`config.mk`:
```
export PLATFORM = sky130hd
export DESIGN_NAME = pcw_top
export DESIGN_NICKNAME = d
export VERILOG_FILES = /design/src/inc/pcw_pkg.sv /design/src/hw/pcw_mux_phase.sv /design/src/hw/pcw_top.sv
export VERILOG_INCLUDE_DIRS = /design/src /design/src/inc
export SDC_FILE = /design/constraint.sdc
export NUM_CORES = 1
export LEC_CHECK = 0
export BUFFER_PORTS_ARGS = -buffer_cell sky130_fd_sc_hd__buf_4
export CAP_MARGIN = 20
export CELL_PAD_IN_SITES_DETAIL_PLACEMENT = 1
export CELL_PAD_IN_SITES_GLOBAL_PLACEMENT = 2
export CORE_MARGIN = 2
export CORE_UTILIZATION = 36
export DETAILED_ROUTE_END_ITERATION = 12
export PLACE_DENSITY = 0.93
export SETUP_SLACK_MARGIN = 0.02
export SLEW_MARGIN = 30
export SYNTH_ARGS = -nofsm -noshare
export SYNTH_HDL_FRONTEND = slang
export SYNTH_SLANG_ARGS = --single-unit
```
`constraint.sdc`:
```
create_clock -name CLK -period 4.7 [get_ports CLK]
set_clock_uncertainty 0.2 [all_clocks]
set_input_delay 0.47 -clock CLK [delete_from_list [all_inputs] [get_ports CLK]]
set_output_delay 0.47 -clock CLK [all_outputs]
set_load 0.02 [all_outputs]
```
`src/inc/pcw_cfg.svh`:
```
// Purpose: constants for the pattern cycle watchdog block
// Assumes: 100 MHz core clock
// Notes: offsets, codes, reset values and timing figures live here, though the bench writes register offsets as literals
`ifndef PCW_CFG_SVH
`define PCW_CFG_SVH

// ------------------------------------------------------------
// register map
// ------------------------------------------------------------
`define PCW_CDN_ADDR 8'h15
`define PCW_RD_UNMAPPED 8'h00

// ------------------------------------------------------------
// countdown codes and reset values
// ------------------------------------------------------------
`define PCW_CODE_EXPIRED 8'h00
`define PCW_CODE_HOLD 8'hFF
`define PCW_RST_AUTO 8'h40
`define PCW_RST_OFF 8'h00

// ------------------------------------------------------------
// timing
// ------------------------------------------------------------
`define PCW_CLK_HZ 100000000
`define PCW_MUX_FREQ_HZ 20800
`define PCW_MUX_DUTY_PCT 25
`define PCW_PHASES 4
`define PCW_SLOTS 8
`define PCW_SLOT_CYC_DFLT 1000

`endif

```
`src/inc/pcw_pkg.sv`:
```
// Purpose: shared types for the pattern cycle watchdog block
// Assumes: constants come from pcw_cfg.svh
// Notes: register requests travel as one packed struct
package pcw_pkg;

  typedef struct packed {
    logic wr;
    logic rd;
    logic [7:0] addr;
    logic [7:0] data;
  } pcw_req_t;

  typedef enum logic [1:0] {
    PCW_ST_EXPIRED = 2'b01,
    PCW_ST_RUN = 2'b10
  } pcw_state_t;

endpackage

```
`src/hw/pcw_mux_phase.sv`:
```
// Purpose: rotates the four multiplex phases of the led bus
// Assumes: PHASE_CYC is one quarter of the multiplex period in clocks
// Notes: one phase active at a time, each for an equal share
`timescale 1ns/100ps
`include "pcw_cfg.svh"
module pcw_mux_phase #(
  parameter int PHASE_CYC = 1201
) (
  input wire logic clk,
  input wire logic rst_n,
  output logic [3:0] phase
);

  logic [15:0] cnt_ff;
  logic [15:0] nxt_cnt;
  logic [3:0] phase_ff;
  logic [3:0] nxt_phase;
  logic tick;

  // ------------------------------------------------------------
  // phase rotation
  // ------------------------------------------------------------
  always_comb begin
    tick = (cnt_ff == 16'(PHASE_CYC - 1));
    nxt_cnt = tick ? 16'h0000 : cnt_ff + 16'h0001;
    // equal quarter share
    nxt_phase = tick ? {phase_ff[2:0], phase_ff[3]} : phase_ff;
  end

  always_ff @(posedge clk or negedge rst_n) begin
    if (!rst_n) begin
      cnt_ff <= 16'h0000;
      phase_ff <= 4'h1;
    end else begin
      cnt_ff <= nxt_cnt;
      phase_ff <= nxt_phase;
    end
  end

  assign phase = phase_ff;
endmodule

```
`src/hw/pcw_top.sv`:
```
// Purpose: pattern cycle countdown with slot stepping and led multiplexing
// Assumes: REG_REQ carries decoded bytes from the serial host interface
// Notes: AUTO_START picks the variant that runs a pattern from reset
// Notes on behaviour
// eight-bit count of remaining pattern cycles
// zero count means watchdog expired
// all-ones code holds, never counts down
// reset loads 64 or zero by variant
// host writes the countdown register twice
// second write transfers count, every write acknowledged
// multiplex at 20.8kHz, quarter duty phases
// decrement per finished cycle, stop at zero
// eight slots, set bit lights rgb
`timescale 1ns/100ps
`include "pcw_cfg.svh"
module pcw_top
  import pcw_pkg::*;
#(
  parameter bit AUTO_START = 1'b0,
  parameter int SLOT_CYC = `PCW_SLOT_CYC_DFLT,
  parameter int MUX_PERIOD_CYC = `PCW_CLK_HZ / `PCW_MUX_FREQ_HZ
) (
  input wire logic CLK,
  input wire logic RST_N,
  input wire pcw_req_t REG_REQ,
  input wire logic [31:0] SLOT_MAP,
  output logic REG_ACK,
  output logic [7:0] REG_RDATA,
  output logic PATTERN_RUN,
  output logic [2:0] SLOT_IDX,
  output logic [3:0] RGB_ON,
  output logic [3:0] MUX_PHASE,
  output logic [3:0] LED_EN
);

  localparam int PHASE_CYC = MUX_PERIOD_CYC * `PCW_MUX_DUTY_PCT / 100;
  // variant reset value
  localparam logic [7:0] CDN_RST = AUTO_START ? `PCW_RST_AUTO : `PCW_RST_OFF;

  logic wr_cdn;
  logic rd_cdn;
  logic load;
  logic cyc_end;
  logic [3:0] phase;

  // ------------------------------------------------------------
  // register port
  // ------------------------------------------------------------
  logic ack_ff;
  logic nxt_ack;
  logic [7:0] rdata_ff;
  logic [7:0] nxt_rdata;
  logic pend_ff;
  logic nxt_pend;
  logic [7:0] cdn_ff;

  always_comb begin
    wr_cdn = REG_REQ.wr && (REG_REQ.addr == `PCW_CDN_ADDR);
    rd_cdn = REG_REQ.rd && (REG_REQ.addr == `PCW_CDN_ADDR);
    // acknowledge each byte
    nxt_ack = REG_REQ.wr || REG_REQ.rd;
    nxt_rdata = rdata_ff;
    if (REG_REQ.rd) begin
      nxt_rdata = rd_cdn ? cdn_ff : `PCW_RD_UNMAPPED;
    end
    // pair the repeated write
    // relies on host repeating
    load = wr_cdn && pend_ff;
    nxt_pend = pend_ff;
    if (wr_cdn) begin
      nxt_pend = !pend_ff;
    end else if (REG_REQ.wr) begin
      nxt_pend = 1'b0;
    end
  end

  always_ff @(posedge CLK or negedge RST_N) begin
    if (!RST_N) begin
      ack_ff <= 1'b0;
      rdata_ff <= 8'h00;
      pend_ff <= 1'b0;
    end else begin
      ack_ff <= nxt_ack;
      rdata_ff <= nxt_rdata;
      pend_ff <= nxt_pend;
    end
  end

  // ------------------------------------------------------------
  // pattern sequencing
  // ------------------------------------------------------------
  pcw_state_t state_ff;
  pcw_state_t nxt_state;
  logic [7:0] nxt_cdn;
  logic [15:0] slot_cnt_ff;
  logic [15:0] nxt_slot_cnt;
  logic [2:0] slot_ff;
  logic [2:0] nxt_slot;
  logic slot_end;

  always_comb begin
    slot_end = (state_ff == PCW_ST_RUN) && (slot_cnt_ff == 16'(SLOT_CYC - 1));
    // eight slots per cycle
    cyc_end = slot_end && (slot_ff == 3'(`PCW_SLOTS - 1));
    nxt_cdn = cdn_ff;
    // load wins: a fresh count from the host replaces the pending step
    if (load) begin
      // count taken from host
      nxt_cdn = REG_REQ.data;
    end else if (cyc_end && cdn_ff != `PCW_CODE_HOLD
                 && cdn_ff != `PCW_CODE_EXPIRED) begin
      // one step per cycle
      // hold code skipped here
      nxt_cdn = cdn_ff - 8'h01;
    end
    // zero stops the pattern
    nxt_state = (nxt_cdn == `PCW_CODE_EXPIRED) ? PCW_ST_EXPIRED : PCW_ST_RUN;
    nxt_slot_cnt = 16'h0000;
    nxt_slot = 3'h0;
    if (state_ff == PCW_ST_RUN && nxt_state == PCW_ST_RUN) begin
      nxt_slot_cnt = slot_end ? 16'h0000 : slot_cnt_ff + 16'h0001;
      nxt_slot = slot_end ? slot_ff + 3'h1 : slot_ff;
    end
  end

  always_ff @(posedge CLK or negedge RST_N) begin
    if (!RST_N) begin
      cdn_ff <= CDN_RST;
      state_ff <= AUTO_START ? PCW_ST_RUN : PCW_ST_EXPIRED;
      slot_cnt_ff <= 16'h0000;
      slot_ff <= 3'h0;
    end else begin
      cdn_ff <= nxt_cdn;
      state_ff <= nxt_state;
      slot_cnt_ff <= nxt_slot_cnt;
      slot_ff <= nxt_slot;
    end
  end

  // ------------------------------------------------------------
  // rgb selection and multiplexing
  // ------------------------------------------------------------
  pcw_mux_phase #(
    .PHASE_CYC(PHASE_CYC)
  ) u_mux (
    .clk(CLK),
    .rst_n(RST_N),
    .phase(phase)
  );

  logic [3:0] rgb_ff;
  logic [3:0] nxt_rgb;
  logic [3:0] led_ff;
  logic [3:0] nxt_led;
  logic [3:0] phase_ff;

  genvar g;
  generate
    for (g = 0; g < 4; g = g + 1) begin : g_rgb
      // slot bit lights rgb
      always_comb begin
        nxt_rgb[g] = (nxt_state == PCW_ST_RUN) && SLOT_MAP[g * 8 + int'(nxt_slot)];
      end
    end
  endgenerate

  always_comb begin
    // each rgb only in its phase
    nxt_led = nxt_rgb & phase;
  end

  always_ff @(posedge CLK or negedge RST_N) begin
    if (!RST_N) begin
      rgb_ff <= 4'h0;
      led_ff <= 4'h0;
      phase_ff <= 4'h1;
    end else begin
      rgb_ff <= nxt_rgb;
      led_ff <= nxt_led;
      phase_ff <= phase;
    end
  end

  assign REG_ACK = ack_ff;
  assign REG_RDATA = rdata_ff;
  // run is the one-hot run bit itself, so the pin comes straight off a flop
  assign PATTERN_RUN = state_ff[1];
  assign SLOT_IDX = slot_ff;
  assign RGB_ON = rgb_ff;
  assign MUX_PHASE = phase_ff;
  assign LED_EN = led_ff;
endmodule

```
==> metrics.md, run 1 <==
| Metric | Value |
|---|---|
| Fraction of layout instances using a drive strength above 1 | a little under a quarter |
| Worst path cell trace | nor2b_1 -> and4_1 -> nand2_1 -> a21oi_1 -> mux2_2 -> a211oi_1 -> nor3b_1 |
| Int Pwr | approximately 0.00086 W |
| Non-Filler Instances | around 630 |
| Grt met1 use | 28.7% |
| Port Buffers | 76 |
| Die area | ~0.012 sq mm |
| Vias per inst | approximately 5.4 |
| Combinational power share | 6.7% |
| Synth area leader | dfrtp_1 |
| Worst min path class | in2reg |
| Final worst path period need | approximately 3800 ps |
| Vias in the first global route | 3528 |
| Ys Warns | 0 |
| Total grt overflow | 0 |
| Clock buffer depth | 2 |
| Starting DRT DRC Count | approximately 180 |
| Filler instances | 1267 |
| Final HPWL DP | approximately 7900 um |
| Mapped Area | approximately 0.0039 sq mm |
| Pre-Repair DR Iteration Count | 4 |
| Core area | 0.0107 sq mm |
| Worst path buffer plus inverter count | 0 |
| Die width | ~110 um |
| Final Hold Vio Count | 0 |
| Pin slew with the least headroom to its limit | around 840 ps |
| Die Y | about 110 um |
| Row cnt | 38 |
| GRT Overall Usage | 19.8% |
| Overall power | 0.00111 W |
| Slew HR | a little over two fifths |
| Post-CTS Setup Inserts | 0 |
| Max-cap viol count | 0 |
| Clock share of power | between 30% and 40% |
| CP startpoint kind | flop |
| Post-synth EDFFs | 0 |
| Placed Instances | between 600 and 700 |
| Count of cell types in the netlist | 56 |
| Post-CTS resize count | 0 |
| Sw frac | 22.7% |
| Clock Sinks | between 70 and 80 |
| Avg Cell Area, Syn | about 9.4 sq um |
| TNS Setup | 0 ps |
| Final WL | around 11000 um |
| Critical-path top delay cell | and4_1 |
| Final setup vio count | 0 |
| DR DRC count | 0 |
| Design Area, Final | 0.00477 sq mm |
| Initial antenna violation count | 0 |
| Area Overhead vs Synth | 21.8% |
| Top_reg_cell synth | dfrtp_1 |
| Top-area cell type share of the netlist area | a little over two fifths |
| Status | finished, final reports clean |
| Max incr delay on CP | just over 700 ps |
| First-pass GRT wire length | 18100 um |
| Period utilisation layout | about four fifths |
| Crit end category | flop |
| Ranking of synthesized cells by area | dfrtp_1 (43%), xnor2_1 (4.2%), nand2_1 (3.6%) |
| GRT busiest layer | met2 |
| CP top delay family | simple AND/OR/NAND/NOR gates |
| RSZ-0062 raised after global routing | no |
| Pin count of the biggest net entering global routing | a little over 70 |
| Clock transition at the registers of the reported paths | 70 ps |
| Critical Path AT | ~3800 ps |
| Max-slew violations | 0 |
| P_leak | roughly 2.1 nW |
| Root Driver | clkbuf_8 |
| Total Nets Final | 545 |
| IO Count | 77 |
| WP data required | between 4000 and 5000 ps |
| GRT met3 Usage | roughly 5% |
| Crit-path max FO | 16 |
| Sequential share of power | 55.4% |
| H-Tree Level Count | 3 |
| Routability cong. | slightly below 0.9 |
| CTS tree | done |
| Hold depth | 2 |
| Via count | approximately 3400 |
| Asr flop ratio synth | 100% |
| WS Path Type | reg2reg |
| Post-DRT Antenna Nets | 0 |
| Post-synthesis sequential area ratio | between 40% and 50% |
| Cell depth of the worst setup path | 7 |
| Initial Util | between 30 and 40% |
| R2R cell count | 7 |
| Synth Instances | approximately 420 |
| Num CTS Buffers | 9 |
| Drt wl/cell | 17.3 um |
| Sw Pwr | between 0.0002 and 0.0003 W |
| VDD IR-drop max | between 0.00009 and 0.0001 V |
| Grt met2 use | 29.6% |
| DP Area | around 0.0046 sq mm |
| Synth Register Bits | 71 |
| Clk_lat worst skew | 350 ps |
| N_diodes | 0 |
| Pwr Density | roughly 230 mW/mm^2 |
| FMAX | ~0.26 GHz |
| Syn_nets | between 400 and 500 |
sequential cells by signal, indices dropped and copies added, names as in the netlist, 3 cells and up:
register	flops
u_mux.cnt_ff	16
cdn_ff	8
REG_RDATA	8
LED_EN	4
slot_cnt_ff	16
RGB_ON	4
u_mux.phase	4
SLOT_IDX	3
MUX_PHASE	4
what timing repair did:
item                       in CTS  in global routing
hold buffers                    0                  1
setup endpoints to repair       0                  0
hold endpoints to repair        0                 56
power by group through the flow:
stage               Clock (W)  Sequential [W]  Combinational (W)
floorplan                   0        0.000629          0.0000146
global placement            0        0.000627          0.0000730
detailed placement          0        0.000627          0.0000746
CTS                  0.000437        0.000615          0.0000747
global route         0.000469        0.000615          0.0000825
finish               0.000421        0.000615          0.0000740
layout by cell type (no fill, tap or decap), drive strengths merged, types with 2 or more instances in the layout:
master	instances
buf	78
mux2i	3
nor3	20
dfrtp	68
clkbuf	15
a311oi	4
nor2	33
o41ai	2
ha	7
o22ai	9
dfstp	3
a21oi	15
xor2	13
or4	2
and2	2
mux2	8
a22oi	5
and4	3
nor2b	4
xnor2	19
nand3b	2
o221ai	4
nor3b	5
nand4	7
nor4	12
o211ai	2
nor4b	3
nand3	19
nand2	38
o21ai	15
and3	7
a211oi	12
and4bb	2
inv	21
nand2b	16
layout make-up:
type,instances,area [sq um],share of cell area [%]
multi-input cells,304,1970,41.4
flip-flops and latches,71,1780,37.3
repair buffers,79,599,12.6
well taps,140,175,3.67
clock buffers,15,156,3.28
inverters,21,78.8,1.65
clock inverters,1,5.00,0.105
worst paths after layout:
| path | endpoint | start | slack, ps |
|---|---|---|---|
| max in group asynchronous | REG_RDATA[4] | RST_N | 3350 |
| hold reg to reg | MUX_PHASE[0] | u_mux.phase[0] | 190 |
| min in group asynchronous | slot_cnt_ff[15] | RST_N | 490 |
| hold / removal | pend_ff | REG_REQ[17] | 160 |
| setup reg to reg | LED_EN[0] | state_ff[1] | 900 |
| setup / recovery | LED_EN[0] | state_ff[1] | 900 |
Yosys cell counts, drive strengths merged, types with 7 or more instances:
cell type  number
xor2           13
and3            7
inv            21
nand2          38
buf             8
mux2            8
nor4           12
dfrtp          68
nand2b         16
clkbuf         12
nor2           33
a211oi         12
o22ai           9
nand3          19
a21oi          15
o21ai          15
nand4           7
xnor2          19
ha              7
nor3           20
routing by layer:
layer	share of wire (%)	vias to the layer above	routed length (um)
li1	-	1628	-
met1	48	1709	5190
met2	44	86	4850
met3	6.9	9	750
met4	1.2	0	129
met5	0	-	0
stage by stage:
step,setup slack (ps),util [%],hold WS [ps]
floorplan,2030,-,-25.6
global placement,1300,42.7,181
detailed placement,1010,42.7,177
CTS,982,44.2,82.2
global route,675,44.4,159
finish,896,44.4,156
worst reg2reg max path, stage by stage, from the launching register on:
cell and delay, ps:
dfrtp_1 370, nor2b_1 550, and4_1 710, nand2_1 380, a21oi_1 530, mux2_2 390, a211oi_1 430, nor3b_1 100
logic make-up (layout without fill, tap and decap cells):
| logic type | count (synthesis) | after routing | share of synthesized area (%) |
|---|---|---|---|
| fa+ha+maj | 7 | 7 | 2.24 |
| flops | 71 | 71 | 45.5 |
| simple gates | 179 | 179 | 24.9 |
| xor+xnor | 32 | 32 | 7.16 |
| buf+inv | 41 | 116 | 4.38 |
| mux | 11 | 11 | 3.07 |
| compound gates | 75 | 75 | 12.8 |
Power figures use the tool's default switching activity.
==> run 2: changes to the inputs <==
--- a/config.mk
+++ b/config.mk
@@ -11,9 +11,9 @@
 export CELL_PAD_IN_SITES_DETAIL_PLACEMENT = 1
 export CELL_PAD_IN_SITES_GLOBAL_PLACEMENT = 2
 export CORE_MARGIN = 2
-export CORE_UTILIZATION = 36
+export CORE_UTILIZATION = 34
 export DETAILED_ROUTE_END_ITERATION = 12
-export PLACE_DENSITY = 0.93
+export PLACE_DENSITY = 0.89
 export SETUP_SLACK_MARGIN = 0.02
 export SLEW_MARGIN = 30
 export SYNTH_ARGS = -nofsm -noshare
==> constraint.sdc (replaced) <==
create_clock -name CLK -period 3.8 [get_ports CLK]
set_clock_uncertainty 0.2 [all_clocks]
set_input_delay 0.38 -clock CLK [delete_from_list [all_inputs] [get_ports CLK]]
set_output_delay 0.38 -clock CLK [all_outputs]
set_load 0.02 [all_outputs]
==> run 2 against run 1 <==
Compared with the run above: via count rose by 1.6%; cell count up 1.4%; largest power group is now the clock network; largest cell class unchanged; clock-buffer cell count decreased by 6; die area rose by 5.7%; global-route usage is 0.63 points lower; core utilization is 0.69 points lower; maximum frequency is 14% higher.
==> metrics.md, run 2 (same netlist as run 1, synthesis figures left out) <==
| Metric | Value |
|---|---|
| Status | finished, final reports clean (unchanged) |
| Final HPWL DP | 8190 um (was 7910 um) |
| WS Path Type | reg2reg (unchanged) |
| Final WL | 11300 um (was 10900 um) |
| Clock buffer depth | 2 (unchanged) |
| Row cnt | 39 (was 38) |
| Design Area, Final | 0.00495 sq mm (was 0.00477 sq mm) |
| Hold Crit Start | REG_REQ[17] (unchanged) |
| H-Tree Level Count | 3 (unchanged) |
| Port Buffers | 76 (unchanged) |
| Most common cell after layout, fill and taps aside | buf_4 (unchanged) |
| VDD IR-drop max | 0.000199 V (was 0.0000985 V) |
| Via count | 3487 (was 3432) |
| Routability cong. | 0.973 (was 0.889) |
| Pin count of the biggest net entering global routing | 72 (unchanged) |
| Vias in the first global route | 3807 (was 3528) |
| Worst min path class | in2reg (unchanged) |
| Period utilisation layout | 88.1% (was 80.9%) |
| Clock Sinks | 71 (unchanged) |
| First-pass GRT wire length | 19500 um (was 18100 um) |
| DP Area | 0.00464 sq mm (was 0.00459 sq mm) |
| R2R Path Start | slot_cnt_ff[0] (was state_ff[1]) |
| P_leak | 2.20 nW (was 2.12 nW) |
| Crit end category | flop (unchanged) |
| RSZ-0062 raised after global routing | no (unchanged) |
| Regs by FF count | slot_cnt_ff: 16 flops, u_mux.cnt_ff: 16 flops (unchanged) |
| Die Y | 111 um (was 108 um) |
| Pwr Density | 338 mW/mm^2 (was 233 mW/mm^2) |
| R2R cell count | 9 (was 7) |
| N_diodes | 0 (unchanged) |
| CTS tree | done (unchanged) |
| Clk_lat worst skew | 340 ps (was 350 ps) |
| FMAX | 0.299 GHz (was 0.263 GHz) |
| Total grt overflow | 0 (unchanged) |
| Max-slew violations | 0 (unchanged) |
| Final setup vio count | 0 (unchanged) |
| Core area | 0.0113 sq mm (was 0.0107 sq mm) |
| TNS Setup | 0 ps (unchanged) |
| Initial Util | 34.6% (was 36.4%) |
| WP data required | 3800 ps (was 4710 ps) |
| Final worst path period need | 3350 ps (was 3800 ps) |
| Crit. Startpoint | slot_cnt_ff[0] (was state_ff[1]) |
| IO Count | 77 (unchanged) |
| CP endpoint | LED_EN[1] (was LED_EN[0]) |
| Slew HR | 42.4% (was 43.9%) |
| GRT Overall Usage | 19.2% (was 19.8%) |
| Overall power | 0.00167 W (was 0.00111 W) |
| Initial antenna violation count | 0 (unchanged) |
| Starting DRT DRC Count | 159 (was 176) |
| Area Overhead vs Synth | 26.3% (was 21.8%) |
| CP startpoint kind | flop (unchanged) |
| Pre-Repair DR Iteration Count | 4 (unchanged) |
| Num CTS Buffers | 9 (unchanged) |
| DR DRC count | 0 (unchanged) |
| Max-cap viol count | 0 (unchanged) |
| Critical Path AT | 3350 ps (was 3810 ps) |
| Final Hold Vio Count | 0 (unchanged) |
| Post-CTS Setup Inserts | 0 (unchanged) |
| Drt wl/cell | 17.7 um (was 17.3 um) |
| Pin slew with the least headroom to its limit | 864 ps (was 842 ps) |
| Crit-path max FO | 14 (was 16) |
| Total Nets Final | 551 (was 545) |
| Die width | 111 um (was 108 um) |
| Final hold slack | 82.8 ps (was 156 ps) |
| Reg2Reg Capture Point | LED_EN[1] (was LED_EN[0]) |
| Die area | 0.0124 sq mm (was 0.0117 sq mm) |
| Post-DRT Antenna Nets | 0 (unchanged) |
| Fraction of layout instances using a drive strength above 1 | 24.5% (was 22.6%) |
| Most frequent cells in the layout | buf_4 (83), dfrtp_1 (68), nand2_1 (38), nor2_1 (32), inv_1 (21) (was buf_4 (77), dfrtp_1 (68), nand2_1 (38), nor2_1 (32), inv_1 (21)) |
| Clock transition at the registers of the reported paths | 60 ps (was 70 ps) |
| R2r setup slk | 450 ps (was 900 ps) |
| Vias per inst | 5.45 (was 5.44) |
| Root Driver | clkbuf_16 (was clkbuf_8) |
-- run 2: cell count changes in the layout (fill, tap and decap cells not counted), sizes merged --
cell      before  now
buf           78   84
clkbuf        15    9
inv           21   25
clkinv         1    2
clkinvlp       0    1
-- run 2: report_power, final --
group	internal (W)	total [W]	switching (W)
Combinational	0.0000473	0.0000924	0.0000451
Sequential	0.000759	0.000760	0.00000143
Clock	0.000458	0.000821	0.000363
-- run 2: what timing repair did --
| action | CTS | global route |
|---|---|---|
| gates resized for setup | 0 | 0 |
| hold endpoints to repair | 0 | 68 |
| hold buffers | 0 | 1 |
| setup endpoints to repair | 0 | 0 |
-- run 2: cell type report --
type	instances	area, sq um
clock buffers	9	225
inverters	21	78.8
well taps	143	179
multi-input cells	304	1970
clock inverters	7	65.1
flip-flops and latches	71	1780
fillers	1336	6370
repair buffers	85	644
-- run 2: through the flow --
| step | worst slack [ps] | instances | util (%) |
|---|---|---|---|
| global placement | 642 | 623 | 41.0 |
| finish | 454 | 640 | 43.7 |
| floorplan | 1130 | 416 | - |
| detailed placement | 520 | 623 | 41.0 |
| global route | 203 | 640 | 43.7 |
| CTS | 444 | 639 | 43.6 |
-- run 2: layer usage --
layer  part of all wire [%]  wire length [um]  GRT usage [%]  vias up
met4                    1.4               162           7.00        0
met1                     45              5080           25.8     1713
li1                       -                 -              -     1647
met5                      0                 0              0        -
met2                     48              5480           31.1      111
met3                    5.5               622           3.66       16
-- run 2: worst min-delay path by stage --
stage	end	slack (ps)	depth (start not counted)
5_1_grt	pend_ff	90	2
6_report	pend_ff	80	2
3_5_place_dp	MUX_PHASE[0]	170	0
4_1_cts	cdn_ff[2]	10	1
2_1_floorplan	LED_EN[0]	-120	0
3_3_place_gp	MUX_PHASE[0]	170	0
-- run 2: worst max-delay path, stage by stage, from the launching register on --
cell	delay, ps
dfrtp_1	410
ha_1	270
and4bb_2	260
nand4_1	300
buf_4	280
nor3_1	80
a21oi_1	480
mux2_2	430
a211oi_1	410
nor3b_1	90
==> run 3: changes to the inputs <==
--- a/config.mk
+++ b/config.mk
@@ -13,7 +13,7 @@
 export CORE_MARGIN = 2
 export CORE_UTILIZATION = 34
 export DETAILED_ROUTE_END_ITERATION = 12
-export PLACE_DENSITY = 0.89
+export PLACE_DENSITY = 0.91
 export SETUP_SLACK_MARGIN = 0.02
 export SLEW_MARGIN = 30
 export SYNTH_ARGS = -nofsm -noshare
==> run 3 against run 2 <==
Compared with the run above: cell count decreased by 0.16%; non-clock buffer count fell by 1; largest power group unchanged; setup slack better by 42 ps.
==> metrics.md, run 3 (same netlist as run 1, synthesis figures left out) <==
| Metric | Value |
|---|---|
| Multi-input logic area | 0.00197 sq mm (unchanged) |
| Most common cell after layout, fill and taps aside | buf_4 (unchanged) |
| Worst min path class | in2reg (unchanged) |
| Via count | 3508 (was 3487) |
| Clock Sinks | 71 (unchanged) |
| Final Hold Vio Count | 0 (unchanged) |
| Total grt overflow | 0 (unchanged) |
| Num CTS Buffers | 9 (unchanged) |
| Final HPWL DP | 7970 um (was 8190 um) |
| Fraction of layout instances using a drive strength above 1 | 24.4% (was 24.5%) |
| Worst path cell trace | ha_1 -> and4bb_2 -> and4_1 -> nand2_1 -> a21oi_1 -> mux2_2 -> a211oi_1 -> nor3b_1 (was ha_1 -> and4bb_2 -> nand4_1 -> buf_4 -> nor3_1 -> a21oi_1 -> mux2_2 -> a211oi_1 -> nor3b_1) |
| P_leak | 2.19 nW (was 2.20 nW) |
| Slew HR | 43.4% (was 42.4%) |
| Core area | 0.0113 sq mm (unchanged) |
| Die width | 111 um (unchanged) |
| Placed Instances | 622 (was 623) |
| Clock buffer depth | 2 (unchanged) |
| Period utilisation layout | 86.9% (was 88.1%) |
| Clk_lat worst skew | 350 ps (was 340 ps) |
| DR DRC count | 0 (unchanged) |
| Crit end category | flop (unchanged) |
| WS Path Type | reg2reg (unchanged) |
| CP endpoint | LED_EN[2] (was LED_EN[1]) |
| CTS tree | done (unchanged) |
| Critical Path AT | 3320 ps (was 3350 ps) |
| Final worst path period need | 3300 ps (was 3350 ps) |
| FMAX | 0.303 GHz (was 0.299 GHz) |
| H-Tree Level Count | 3 (unchanged) |
| Routability cong. | 0.845 (was 0.973) |
| WP data required | 3820 ps (was 3800 ps) |
| Pin count of the biggest net entering global routing | 72 (unchanged) |
| Die Y | 111 um (unchanged) |
| R2R cell count | 8 (was 9) |
| Regs by FF count | slot_cnt_ff: 16 flops, u_mux.cnt_ff: 16 flops (unchanged) |
| Initial Util | 34.6% (unchanged) |
| IO Count | 77 (unchanged) |
| Filler instances | 1351 (was 1336) |
| VDD IR-drop max | 0.000181 V (was 0.000199 V) |
| TNS Setup | 0 ps (unchanged) |
| Most frequent cells in the layout | buf_4 (82), dfrtp_1 (68), nand2_1 (38), nor2_1 (32), inv_1 (21) (was buf_4 (83), dfrtp_1 (68), nand2_1 (38), nor2_1 (32), inv_1 (21)) |
| CP startpoint kind | flop (unchanged) |
| Row cnt | 39 (unchanged) |
| R2R Path Start | slot_cnt_ff[0] (unchanged) |
| Clock transition at the registers of the reported paths | 60 ps (about the same) |
| Status | finished, final reports clean (unchanged) |
| Pre-Repair DR Iteration Count | 4 (unchanged) |
| Initial antenna violation count | 0 (unchanged) |
| Non-Filler Instances | 639 (was 640) |
| Post-CTS Setup Inserts | 0 (unchanged) |
| Post-DRT Antenna Nets | 0 (unchanged) |
| Drt wl/cell | 17.6 um (was 17.7 um) |
| R2r setup slk | 500 ps (was 450 ps) |
| Final setup vio count | 0 (unchanged) |
| First-pass GRT wire length | 19200 um (was 19500 um) |
| Die area | 0.0124 sq mm (unchanged) |
| Pin slew with the least headroom to its limit | 849 ps (was 864 ps) |
| Area Overhead vs Synth | 26.0% (was 26.3%) |
| Pwr Density | 340 mW/mm^2 (was 338 mW/mm^2) |
| Flip-flop and latch area | 0.00178 sq mm (unchanged) |
| Worst slack, placed | 535 ps (was 520 ps) |
| GRT Overall Usage | 19.2% (about the same) |
| Max-slew violations | 0 (unchanged) |
| Final Worst Setup Slack | 496 ps (was 454 ps) |
| Root Driver | clkbuf_16 (unchanged) |
| Hold depth | 2 (unchanged) |
| Max incr delay on CP | 620 ps (was 480 ps) |
| Crit-path max FO | 16 (was 14) |
| Vias per inst | 5.49 (was 5.45) |
| Total Nets Final | 550 (was 551) |
| RSZ-0062 raised after global routing | no (unchanged) |
| Port Buffers | 76 (unchanged) |
| Crit. Startpoint | slot_cnt_ff[0] (unchanged) |
| Max-cap viol count | 0 (unchanged) |
| N_diodes | 0 (unchanged) |
| Final WL | 11300 um (about the same) |
| Starting DRT DRC Count | 191 (was 159) |
| Critical-path top delay cell | and4_1 (was a21oi_1) |
| Vias in the first global route | 3733 (was 3807) |
| Reg2Reg Capture Point | LED_EN[2] (was LED_EN[1]) |
[run 3: area by class of cell]
type	count	share of cell area, %
multi-input cells	304	40.0
flip-flops and latches	71	36.1
repair buffers	84	12.9
clock buffers	9	4.56
well taps	143	3.62
inverters	21	1.60
clock inverters	7	1.27
[run 3: per-layer routing]
metal / routed length [um] / global-route usage, % / vias up
met5: 0 / 0 / -
met4: 205 / 6.67 / 0
met3: 501 / 3.50 / 13
met2: 5490 / 31.5 / 83
met1: 5060 / 25.5 / 1763
li1: - / - / 1649
[run 3: power by group]
part | leakage [nW] | switching, W | internal, W
Clock | 0.133 | 0.000369 | 0.000455
Combinational | 1.17 | 0.0000439 | 0.0000472
Sequential | 0.886 | 0.00000159 | 0.000759
Total | 2.19 | 0.000414 | 0.00126
[run 3: through the flow]
step                      area [sq um]  total power [W]  hold WS (ps)  util (%)
after detailed placement          4630         0.000866           171      40.9
after global routing              4940          0.00173          77.3      43.6
after CTS                         4920          0.00170         0.719      43.5
final                             4940          0.00168          64.7      43.6
after floorplan                   3920         0.000796          -116         -
after global placement            4630         0.000864           172      40.9
[run 3: worst max-delay path, delay by kind of cell, from the launching register on]
kind / cells / cell delay [ps]
flip-flops: 1 / 410
adder cells (fa/ha/maj): 1 / 260
AO/OA/AOI/OAI: 2 / 800
AND/OR/NAND/NOR: 4 / 1120
multiplexers: 1 / 390
[run 3: worst min-delay path by stage]
stage | to | slack (ps) | start
finish | pend_ff | 60 | REG_REQ[17]
global placement | MUX_PHASE[0] | 170 | u_mux.phase[0]
CTS | cdn_ff[4] | 0.7 | RST_N
floorplan | LED_EN[0] | -120 | RST_N
detailed placement | MUX_PHASE[0] | 170 | u_mux.phase[0]
global route | REG_ACK | 80 | REG_REQ[17]
[run 3: what timing repair did]
| item | in CTS | in global routing |
|---|---|---|
| hold buffers | 0 | 1 |
| endpoints found under the hold margin | 0 | 68 |
| gates resized for setup | 0 | 0 |
